`src/logic/mfsc_defs.svh`:
```
// Register addresses, field positions, reset values and widths
`ifndef MFSC_DEFS_SVH
`define MFSC_DEFS_SVH

`define MFSC_ADDR_W        6
`define MFSC_ADDR_FMT      6'h12
`define MFSC_ADDR_SPC      6'h13

`define MFSC_FMT_RESET     8'h02
`define MFSC_SPC_RESET     8'h02
`define MFSC_SPC_WMASK     8'h83

`define MFSC_DCBYP_BIT     7
`define MFSC_MOD_HI        6
`define MFSC_MOD_LO        4
`define MFSC_MAN_BIT       3
`define MFSC_SYNC_HI       2
`define MFSC_SYNC_LO       0
`define MFSC_EXP_HI        1
`define MFSC_EXP_LO        0
`define MFSC_CS_BIT        2

`define MFSC_SYNC_OFF      2'h0
`define MFSC_SYNC_15_16    2'h1
`define MFSC_SYNC_16_16    2'h2
`define MFSC_SYNC_30_32    2'h3
`define MFSC_ERR_16        6'h01
`define MFSC_ERR_32        6'h02
`define MFSC_LEN_16        6'h10
`define MFSC_LEN_32        6'h20

`define MFSC_SPC_BASE      12'h100
`define MFSC_RNW_BIT       7
`define MFSC_LAST_BIT      3'h7
// Pin idle levels as {select, clock, data}: deselected, clock low
`define MFSC_PIN_IDLE      3'h4

`endif

```
`src/logic/mfsc_pkg.sv`:
```
// Shared types of the modem format and sync configuration block
`default_nettype none
package mfsc_pkg;
   typedef enum logic {MFSC_SPI_HDR, MFSC_SPI_DATA} mfsc_spi_state_type;
endpackage
`default_nettype wire

```
`src/logic/mfsc_reg_if.sv`:
```
// Register access carrier between serial slave and register bank
`timescale 1ns/1ps
`default_nettype none
`include "mfsc_defs.svh"
interface mfsc_reg_if;
   logic                      wr_stb;
   logic [`MFSC_ADDR_W-1:0]   addr;
   logic [7:0]                wdata;
   logic [7:0]                rdata;
   modport slave (output wr_stb, output addr, output wdata, input rdata);
   modport bank  (input wr_stb, input addr, input wdata, output rdata);
endinterface
`default_nettype wire

```
`src/logic/modem_format_sync_config.sv`:
```
// Modem format, sync qualifier and channel spacing exponent registers
//
// How it works
// - Format bit 7 set bypasses the DC blocking filter; clear keeps it.
// - Bits 6:4 pick modulation: 0 2-FSK, 1 GFSK, 3 OOK, 4 4-FSK.
// - Bit 3 enables Manchester; host avoids it in async or 4-FSK use.
// - Qualifier 0 or 4: no sync search; 4 also needs carrier sense.
// - Qualifier 1 or 5: 16-bit sync word, 15 of 16 bits must match.
// - Qualifier 2 or 6: all 16 bits must match; 2 is reset value.
// - Qualifier 3 or 7: 32-bit sync word, 30 of 32 bits must match.
// - Qualifiers 5, 6, 7 additionally require carrier sense.
// - Spacing register bits 1:0 hold the exponent, reset to binary 10.
// - Spacing is crystal over 2^18 times (256 plus mantissa) times 2^E.
`timescale 1ns/1ps
`default_nettype none
`include "mfsc_defs.svh"
module modem_format_sync_config
   import mfsc_pkg::*;
(
   // Clock and reset
   input  wire logic        clk,
   input  wire logic        sys_rst,
   // Serial register port
   input  wire logic        spi_sclk,
   input  wire logic        spi_cs_n,
   input  wire logic        spi_mosi,
   output logic             spi_miso,
   output logic             spi_miso_oe,
   // Demodulator side
   input  wire logic        rx_bit,
   input  wire logic        rx_bit_valid,
   input  wire logic        carrier_sense,
   input  wire logic [31:0] sync_word,
   input  wire logic [7:0]  spacing_mantissa,
   // Configuration outputs
   output logic             dc_block_bypass,
   output logic [2:0]       modulation_select,
   output logic             manchester_en,
   output logic [2:0]       sync_mode,
   output logic [1:0]       spacing_exponent,
   output logic [11:0]      spacing_factor,
   output logic             sync_found
);
   mfsc_reg_if regs ();

   logic [7:0]  fmt_ff, nxt_fmt;
   logic [7:0]  spc_ff, nxt_spc;
   logic [11:0] factor_ff, nxt_factor;
   logic [31:0] win_ff, nxt_win;
   logic [5:0]  seen_ff, nxt_seen;
   logic        found_ff, nxt_found;
   logic [31:0] win_new;
   logic [5:0]  err16, err32;
   logic        match;

   mfsc_spi_slave mfsc_spi_slave_inst (
      .clk         (clk),
      .sys_rst     (sys_rst),
      .spi_sclk    (spi_sclk),
      .spi_cs_n    (spi_cs_n),
      .spi_mosi    (spi_mosi),
      .spi_miso    (spi_miso),
      .spi_miso_oe (spi_miso_oe),
      .regs        (regs.slave)
   );

   ////////////////////////////////////////////////////////////////////////
   // Register bank

   function automatic logic [7:0] reg_read(
      input logic [`MFSC_ADDR_W-1:0] a,
      input logic [7:0]              f,
      input logic [7:0]              s);
      logic [7:0] r;
      r = 8'h00;
      if (a == `MFSC_ADDR_FMT) begin
         r = f;
      end else if (a == `MFSC_ADDR_SPC) begin
         r = s & `MFSC_SPC_WMASK;
      end
      return r;
   endfunction

   always_comb begin
      nxt_fmt = fmt_ff;
      nxt_spc = spc_ff;
      if (regs.wr_stb && regs.addr == `MFSC_ADDR_FMT) begin
         nxt_fmt = regs.wdata;
      end
      if (regs.wr_stb && regs.addr == `MFSC_ADDR_SPC) begin
         nxt_spc = regs.wdata & `MFSC_SPC_WMASK;
      end
      // Spacing multiplier; crystal scaling is left to the synthesizer
      nxt_factor = (`MFSC_SPC_BASE + {4'h0, spacing_mantissa})
                   << spc_ff[`MFSC_EXP_HI:`MFSC_EXP_LO];
   end

   always_ff @(posedge clk) begin
      if (sys_rst) begin
         fmt_ff    <= `MFSC_FMT_RESET;
         spc_ff    <= `MFSC_SPC_RESET;
         factor_ff <= 12'h000;
      end else begin
         fmt_ff    <= nxt_fmt;
         spc_ff    <= nxt_spc;
         factor_ff <= nxt_factor;
      end
   end

   assign regs.rdata = reg_read(regs.addr, fmt_ff, spc_ff);

   assign dc_block_bypass   = fmt_ff[`MFSC_DCBYP_BIT];
   assign modulation_select = fmt_ff[`MFSC_MOD_HI:`MFSC_MOD_LO];
   assign manchester_en     = fmt_ff[`MFSC_MAN_BIT];
   assign sync_mode         = fmt_ff[`MFSC_SYNC_HI:`MFSC_SYNC_LO];
   assign spacing_exponent  = spc_ff[`MFSC_EXP_HI:`MFSC_EXP_LO];
   assign spacing_factor    = factor_ff;

   ////////////////////////////////////////////////////////////////////////
   // Sync word qualifier

   function automatic logic [5:0] popcnt(input logic [31:0] v);
      logic [5:0] n;
      n = 6'h00;
      for (int i = 0; i < 32; i++) begin
         n = n + {5'h00, v[i]};
      end
      return n;
   endfunction

   assign win_new = {win_ff[30:0], rx_bit};
   assign err16   = popcnt({16'h0000, win_new[15:0] ^ sync_word[15:0]});
   assign err32   = popcnt(win_new ^ sync_word);

   always_comb begin
      unique case (sync_mode[1:0])
         `MFSC_SYNC_OFF:   match = 1'b0;
         `MFSC_SYNC_15_16: match = seen_ff >= `MFSC_LEN_16 - 6'h01
                                   && err16 <= `MFSC_ERR_16;
         `MFSC_SYNC_16_16: match = seen_ff >= `MFSC_LEN_16 - 6'h01
                                   && err16 == 6'h00;
         `MFSC_SYNC_30_32: match = seen_ff >= `MFSC_LEN_32 - 6'h01
                                   && err32 <= `MFSC_ERR_32;
      endcase
   end

   always_comb begin
      nxt_win   = win_ff;
      nxt_seen  = seen_ff;
      nxt_found = 1'b0;
      if (rx_bit_valid) begin
         nxt_win = win_new;
         // Saturate so a long idle stream cannot wrap into a false fill
         if (seen_ff < `MFSC_LEN_32) begin
            nxt_seen = seen_ff + 6'h01;
         end
         nxt_found = match
                     && (!sync_mode[`MFSC_CS_BIT] || carrier_sense);
      end
   end

   always_ff @(posedge clk) begin
      if (sys_rst) begin
         win_ff   <= 32'h00000000;
         seen_ff  <= 6'h00;
         found_ff <= 1'b0;
      end else begin
         win_ff   <= nxt_win;
         seen_ff  <= nxt_seen;
         found_ff <= nxt_found;
      end
   end

   assign sync_found = found_ff;
endmodule
`default_nettype wire

```
`src/logic/mfsc_spi_slave.sv`:
```
// Serial peripheral slave: header byte then one data byte, mode 0
`timescale 1ns/1ps
`default_nettype none
`include "mfsc_defs.svh"
module mfsc_spi_slave
   import mfsc_pkg::*;
(
   // Clock and reset
   input  wire logic clk,
   input  wire logic sys_rst,
   // Serial pins
   input  wire logic spi_sclk,
   input  wire logic spi_cs_n,
   input  wire logic spi_mosi,
   output logic      spi_miso,
   output logic      spi_miso_oe,
   // Register access
   mfsc_reg_if.slave regs
);
   logic [2:0]              sclk_s1_ff, sclk_s2_ff;
   logic                    sclk_d_ff;
   mfsc_spi_state_type      state_ff, nxt_state;
   logic [2:0]              cnt_ff, nxt_cnt;
   logic [7:0]              sh_ff, nxt_sh;
   logic                    rnw_ff, nxt_rnw;
   logic [`MFSC_ADDR_W-1:0] addr_ff, nxt_addr;
   logic [7:0]              wdata_ff, nxt_wdata;
   logic                    wr_ff, nxt_wr;
   logic                    miso_ff, nxt_miso;
   logic                    oe_ff, nxt_oe;
   logic                    rise, fall, cs_n, mosi;
   logic [7:0]              byte_in;

   // Pins from outside pass two flops before use
   always_ff @(posedge clk) begin
      if (sys_rst) begin
         // Idle levels, else reset fakes a select and raises the enable
         sclk_s1_ff <= `MFSC_PIN_IDLE;
         sclk_s2_ff <= `MFSC_PIN_IDLE;
         sclk_d_ff  <= 1'b0;
      end else begin
         sclk_s1_ff <= {spi_cs_n, spi_sclk, spi_mosi};
         sclk_s2_ff <= sclk_s1_ff;
         sclk_d_ff  <= sclk_s2_ff[1];
      end
   end

   assign cs_n    = sclk_s2_ff[2];
   assign mosi    = sclk_s2_ff[0];
   assign rise    = sclk_s2_ff[1] & ~sclk_d_ff;
   assign fall    = ~sclk_s2_ff[1] & sclk_d_ff;
   assign byte_in = {sh_ff[6:0], mosi};

   always_comb begin
      nxt_state = state_ff;
      nxt_cnt   = cnt_ff;
      nxt_sh    = sh_ff;
      nxt_rnw   = rnw_ff;
      nxt_addr  = addr_ff;
      nxt_wdata = wdata_ff;
      nxt_wr    = 1'b0;
      nxt_miso  = miso_ff;
      nxt_oe    = ~cs_n;
      if (cs_n) begin
         nxt_state = MFSC_SPI_HDR;
         nxt_cnt   = 3'h0;
         nxt_miso  = 1'b0;
      end else if (rise) begin
         nxt_sh  = byte_in;
         nxt_cnt = cnt_ff + 3'h1;
         if (cnt_ff == `MFSC_LAST_BIT) begin
            unique case (state_ff)
               MFSC_SPI_HDR: begin
                  nxt_rnw   = byte_in[`MFSC_RNW_BIT];
                  nxt_addr  = byte_in[`MFSC_ADDR_W-1:0];
                  nxt_state = MFSC_SPI_DATA;
               end
               MFSC_SPI_DATA: begin
                  nxt_wdata = byte_in;
                  nxt_wr    = ~rnw_ff;
                  nxt_state = MFSC_SPI_HDR;
               end
            endcase
         end
      end else if (fall) begin
         // Read data leads each rising edge by half a bit
         if (state_ff == MFSC_SPI_DATA && rnw_ff) begin
            nxt_miso = regs.rdata[`MFSC_LAST_BIT - cnt_ff];
         end else begin
            nxt_miso = 1'b0;
         end
      end
   end

   always_ff @(posedge clk) begin
      if (sys_rst) begin
         state_ff <= MFSC_SPI_HDR;
         cnt_ff   <= 3'h0;
         sh_ff    <= 8'h00;
         rnw_ff   <= 1'b0;
         addr_ff  <= '0;
         wdata_ff <= 8'h00;
         wr_ff    <= 1'b0;
         miso_ff  <= 1'b0;
         oe_ff    <= 1'b0;
      end else begin
         state_ff <= nxt_state;
         cnt_ff   <= nxt_cnt;
         sh_ff    <= nxt_sh;
         rnw_ff   <= nxt_rnw;
         addr_ff  <= nxt_addr;
         wdata_ff <= nxt_wdata;
         wr_ff    <= nxt_wr;
         miso_ff  <= nxt_miso;
         oe_ff    <= nxt_oe;
      end
   end

   assign regs.wr_stb = wr_ff;
   assign regs.addr   = addr_ff;
   assign regs.wdata  = wdata_ff;
   assign spi_miso    = miso_ff;
   assign spi_miso_oe = oe_ff;
endmodule
`default_nettype wire

```
`config.mk`:
```
export PLATFORM = sky130hd
export DESIGN_NAME = modem_format_sync_config
export DESIGN_NICKNAME = d
export VERILOG_FILES = /design/src/logic/mfsc_pkg.sv /design/src/logic/mfsc_reg_if.sv /design/src/logic/modem_format_sync_config.sv /design/src/logic/mfsc_spi_slave.sv
export VERILOG_INCLUDE_DIRS = /design/src /design/src/logic
export SDC_FILE = /design/constraint.sdc
export NUM_CORES = 1
export LEC_CHECK = 0
export ABC_AREA = 1
export BUFFER_PORTS_ARGS = -buffer_cell sky130_fd_sc_hd__buf_4
export CELL_PAD_IN_SITES_DETAIL_PLACEMENT = 0
export CELL_PAD_IN_SITES_GLOBAL_PLACEMENT = 1
export CORE_ASPECT_RATIO = 2
export CORE_MARGIN = 5
export CORE_UTILIZATION = 41
export DETAILED_ROUTE_END_ITERATION = 16
export GPL_TIMING_DRIVEN = 0
export PLACE_DENSITY_LB_ADDON = 0.1
export SYNTH_ARGS = -nofsm -noshare
export SYNTH_HDL_FRONTEND = slang
export SYNTH_SLANG_ARGS = --single-unit
```
`constraint.sdc`:
```
create_clock -name clk -period 8.86 [get_ports clk]
set_input_delay 1.772 -clock clk [delete_from_list [all_inputs] [get_ports clk]]
set_output_delay 1.772 -clock clk [all_outputs]
set_load 0.01 [all_outputs]
```
==> reports/results.ini <==
[run]
cap_violations=0

[critical_path]
crit_path_max_incr_delay_ns=0.62
cp_cell_sequence=buf_4 -> xor2_1 -> fa_1 -> inv_1 -> fa_1 -> fa_1 -> fa_1 -> fa_1 -> fa_1 -> inv_1 -> ha_1 -> inv_1 -> fa_1 -> inv_1 -> nand2_1 -> o211ai_1 -> nor2_1 -> nand3_1 -> a21oi_1
start_kind=primary input
worstSetupEndpointType=flop
path_buf_inv=5
worstSetupStartpoint=sync_word[5]
worstPathRequired_ns=9.12
cp_max_fo=2
r2r-start=win_ff[4]
worstSetupPathType=primary input to flop
worst_path_most_repeated_cell=fa_1
cp_slowest_cell=fa_1
arrival_ns=6.63
r2r_slack_ns=3.68
critical-path-top-delay-family=adder cells

[die]
start_util=0.418
rows=56
dieHeight_um=165
io_pins=73
die_w_um=87.5
dieArea_mm2=0.0144
coreArea_mm2=0.0118

[cells_and_area]
antenna_cells=0
finalNetCount=755
multiInputGateArea_mm2=0.00254
seq_area_mm2=0.00194
layout-drive-gt1-share=0.160
finish.utilization=0.506
fin_area_mm2=0.00596
synthToLayoutAreaGrowth_pct=21.0
fillCellCount=1187

[sta]
finalHoldViolations=0
grt_setup_unrepaired=no
min_period_ns=6.37
fmax_ghz=0.157
final-setup-viol-count=0
slew_violations=0
slew_headroom=0.563
worst_pin_slew_ns=0.655
setup_slack_ns=2.49
finalCritPeriodShare=0.718
tns_ns=0
skew_ns=0.00817

[global_route]
grt_overflow=0
grt_pass1_wl_mm=19.4
grt_pass1_vias=4019
grt_use_total=0.176
grt_max_degree=17
antenna_found_initial=0

[synthesis]
yosysUniqueCellTypes=37
synthesis.nets=673
ys_async_sr_fraction=0
ys_seq_elements=97
ys.warnings.count=0
synth.avg_cell_area_um2=8.53
synth_flop_cell=dfxtp_1
ys_seq_area_frac=0.394
synth_edf_count=0
synth_area_mm2=0.00492
netlist_instances=577

[routing]
num_vias=3878
drt_iter0_drc=142
dr.pass1.iters=4
wl_mm=12.0
drc_errors=0
vias_per_cell=4.79
routedWlPerCell_um=14.8
final_antenna_net_count=0

[clock_tree]
clk-insertion-delay-late_ns=0.34
cts_tree=done
clockBufferDepth=2
cts_resized=0
path_clk_slew_ns=0.07
cts_buffers=9
cts.hold.buffers_added=0
cts_setup_buffers=0
htreeDepth=3
root_buffer=clkbuf_16
clock_sinks=97

[power_and_ir_drop]
power_per_cell_area_mw_per_mm2=300
power.leakage_nw=2.63
finalPower_mw=1.79
ir_worst_vdd_mv=0.195

[place]
pre_cts_slack_ns=2.11
gp_congestion=0.807
io_buffers=71
dp_hpwl_mm=9.91
dpl_cell_area_mm2=0.00564

[run_status]
outcome=complete, no violations

[worst_hold_path]
worstHoldPathType=flop to flop
min_from=mfsc_spi_slave_inst.sclk_s1_ff[1]

-- synth_stat cells (2+ instances only) --
| cell type | n | area, µm² |
|---|---|---|
| o21ai_1 | 3 | 15.0 |
| nand2_1 | 45 | 169 |
| ha_1 | 17 | 213 |
| a211o_1 | 2 | 17.5 |
| or2_2 | 2 | 12.5 |
| a211oi_1 | 4 | 30.0 |
| a21oi_1 | 29 | 145 |
| buf_4 | 2 | 15.0 |
| xor2_1 | 6 | 52.6 |
| o211ai_1 | 3 | 22.5 |
| buf_1 | 2 | 7.51 |
| o21ai_0 | 60 | 300 |
| buf_6 | 2 | 22.5 |
| a211oi_2 | 2 | 25.0 |
| nand3_1 | 14 | 70.1 |
| nor2_1 | 102 | 383 |
| dfxtp_1 | 97 | 1940 |
| xnor2_1 | 26 | 228 |
| buf_2 | 3 | 15.0 |
| inv_1 | 80 | 300 |
| o22ai_1 | 8 | 50.1 |
| mux2i_1 | 7 | 70.1 |
| fa_1 | 31 | 621 |
| clkbuf_1 | 12 | 45.0 |
| nor3_1 | 6 | 30.0 |
-- tightest hold or removal path: cells and delay by family, from the launching register on --
family                 cells  cell delay [ns]
flip-flops                 1             0.30
buffers and inverters      1             0.04
AND/OR/NAND/NOR            1             0.03
-- path summary, 6_finish.rpt --
kind	to	cells past startpoint
hold reg to reg	mfsc_spi_slave_inst.sclk_s2_ff[1]	2
hold / removal	mfsc_spi_slave_inst.sclk_s2_ff[1]	2
setup / recovery	sync_found	19
setup reg to reg	sync_found	18
-- cell type report --
class,instances,area share
Inverter,83,0.0531
Multi-Input combinational cell,375,0.427
Buffer,22,0.0202
Clock inverter,6,0.0151
Tap cell,145,0.0305
Sequential cell,97,0.326
Clock buffer,10,0.0384
Timing Repair Buffer,71,0.0895
-- state kept, by name (all words and copies together), names as in the netlist, 3 cells and up --
register	count
mfsc_spi_slave_inst.sclk_s2_ff	3
mfsc_spi_slave_inst.sh_ff	7
mfsc_spi_slave_inst.regs.addr	6
mfsc_spi_slave_inst.sclk_s1_ff	3
fmt_ff	8
mfsc_spi_slave_inst.regs.wdata	8
win_ff	31
mfsc_spi_slave_inst.cnt_ff	3
seen_ff	6
spc_ff	3
spacing_factor	12
-- through the flow --
stage | std cells | hold slack, ns
CTS | 809 | 0.414
finish | 809 | 0.413
global placement | 793 | 0.396
floorplan | 577 | 0.388
detailed placement | 793 | 0.402
global route | 809 | 0.436
-- cell families after synthesis --
| family | Yosys count | share of synthesized area |
|---|---|---|
| compound gates | 112 | 0.125 |
| mux | 7 | 0.0142 |
| simple gates | 176 | 0.152 |
| flops | 97 | 0.394 |
| fa+ha+maj | 48 | 0.169 |
| xor+xnor | 32 | 0.0569 |
| buf+inv | 105 | 0.0887 |
-- power by group --
group | leakage [nW] | internal, mW | switching, mW
Sequential | 0.793 | 0.450 | 0.0102
Combinational | 1.69 | 0.404 | 0.503
Clock | 0.153 | 0.249 | 0.171
-- cell usage in the layout, fill, tap and decap left out, drive strengths merged --
cell,synthesis,layout
xor2,6,6
buf,10,81
nand3,14,14
nand2,46,46
xnor2,26,26
or2,3,3
clkinv,1,3
a211oi,6,6
a21oi,30,30
o22ai,8,8
inv,82,83
clkinvlp,0,1
dfxtp,97,97
nor2,105,105
mux2i,7,7
o211ai,3,3
nand4,2,2
a211o,2,2
nor3,6,6
o21ai,63,63
bufinv,0,2
clkbuf,12,22
fa,31,31
ha,17,17
-- routing by layer --
layer	vias up	part of all wire	global-route usage
li1	1987	-	-
met1	1807	0.34	0.172
met2	65	0.60	0.354
met3	19	0.039	0.0285
met4	0	0.025	0.0642
met5	-	0	0
Note: power is estimated with default switching activity, not from simulation.
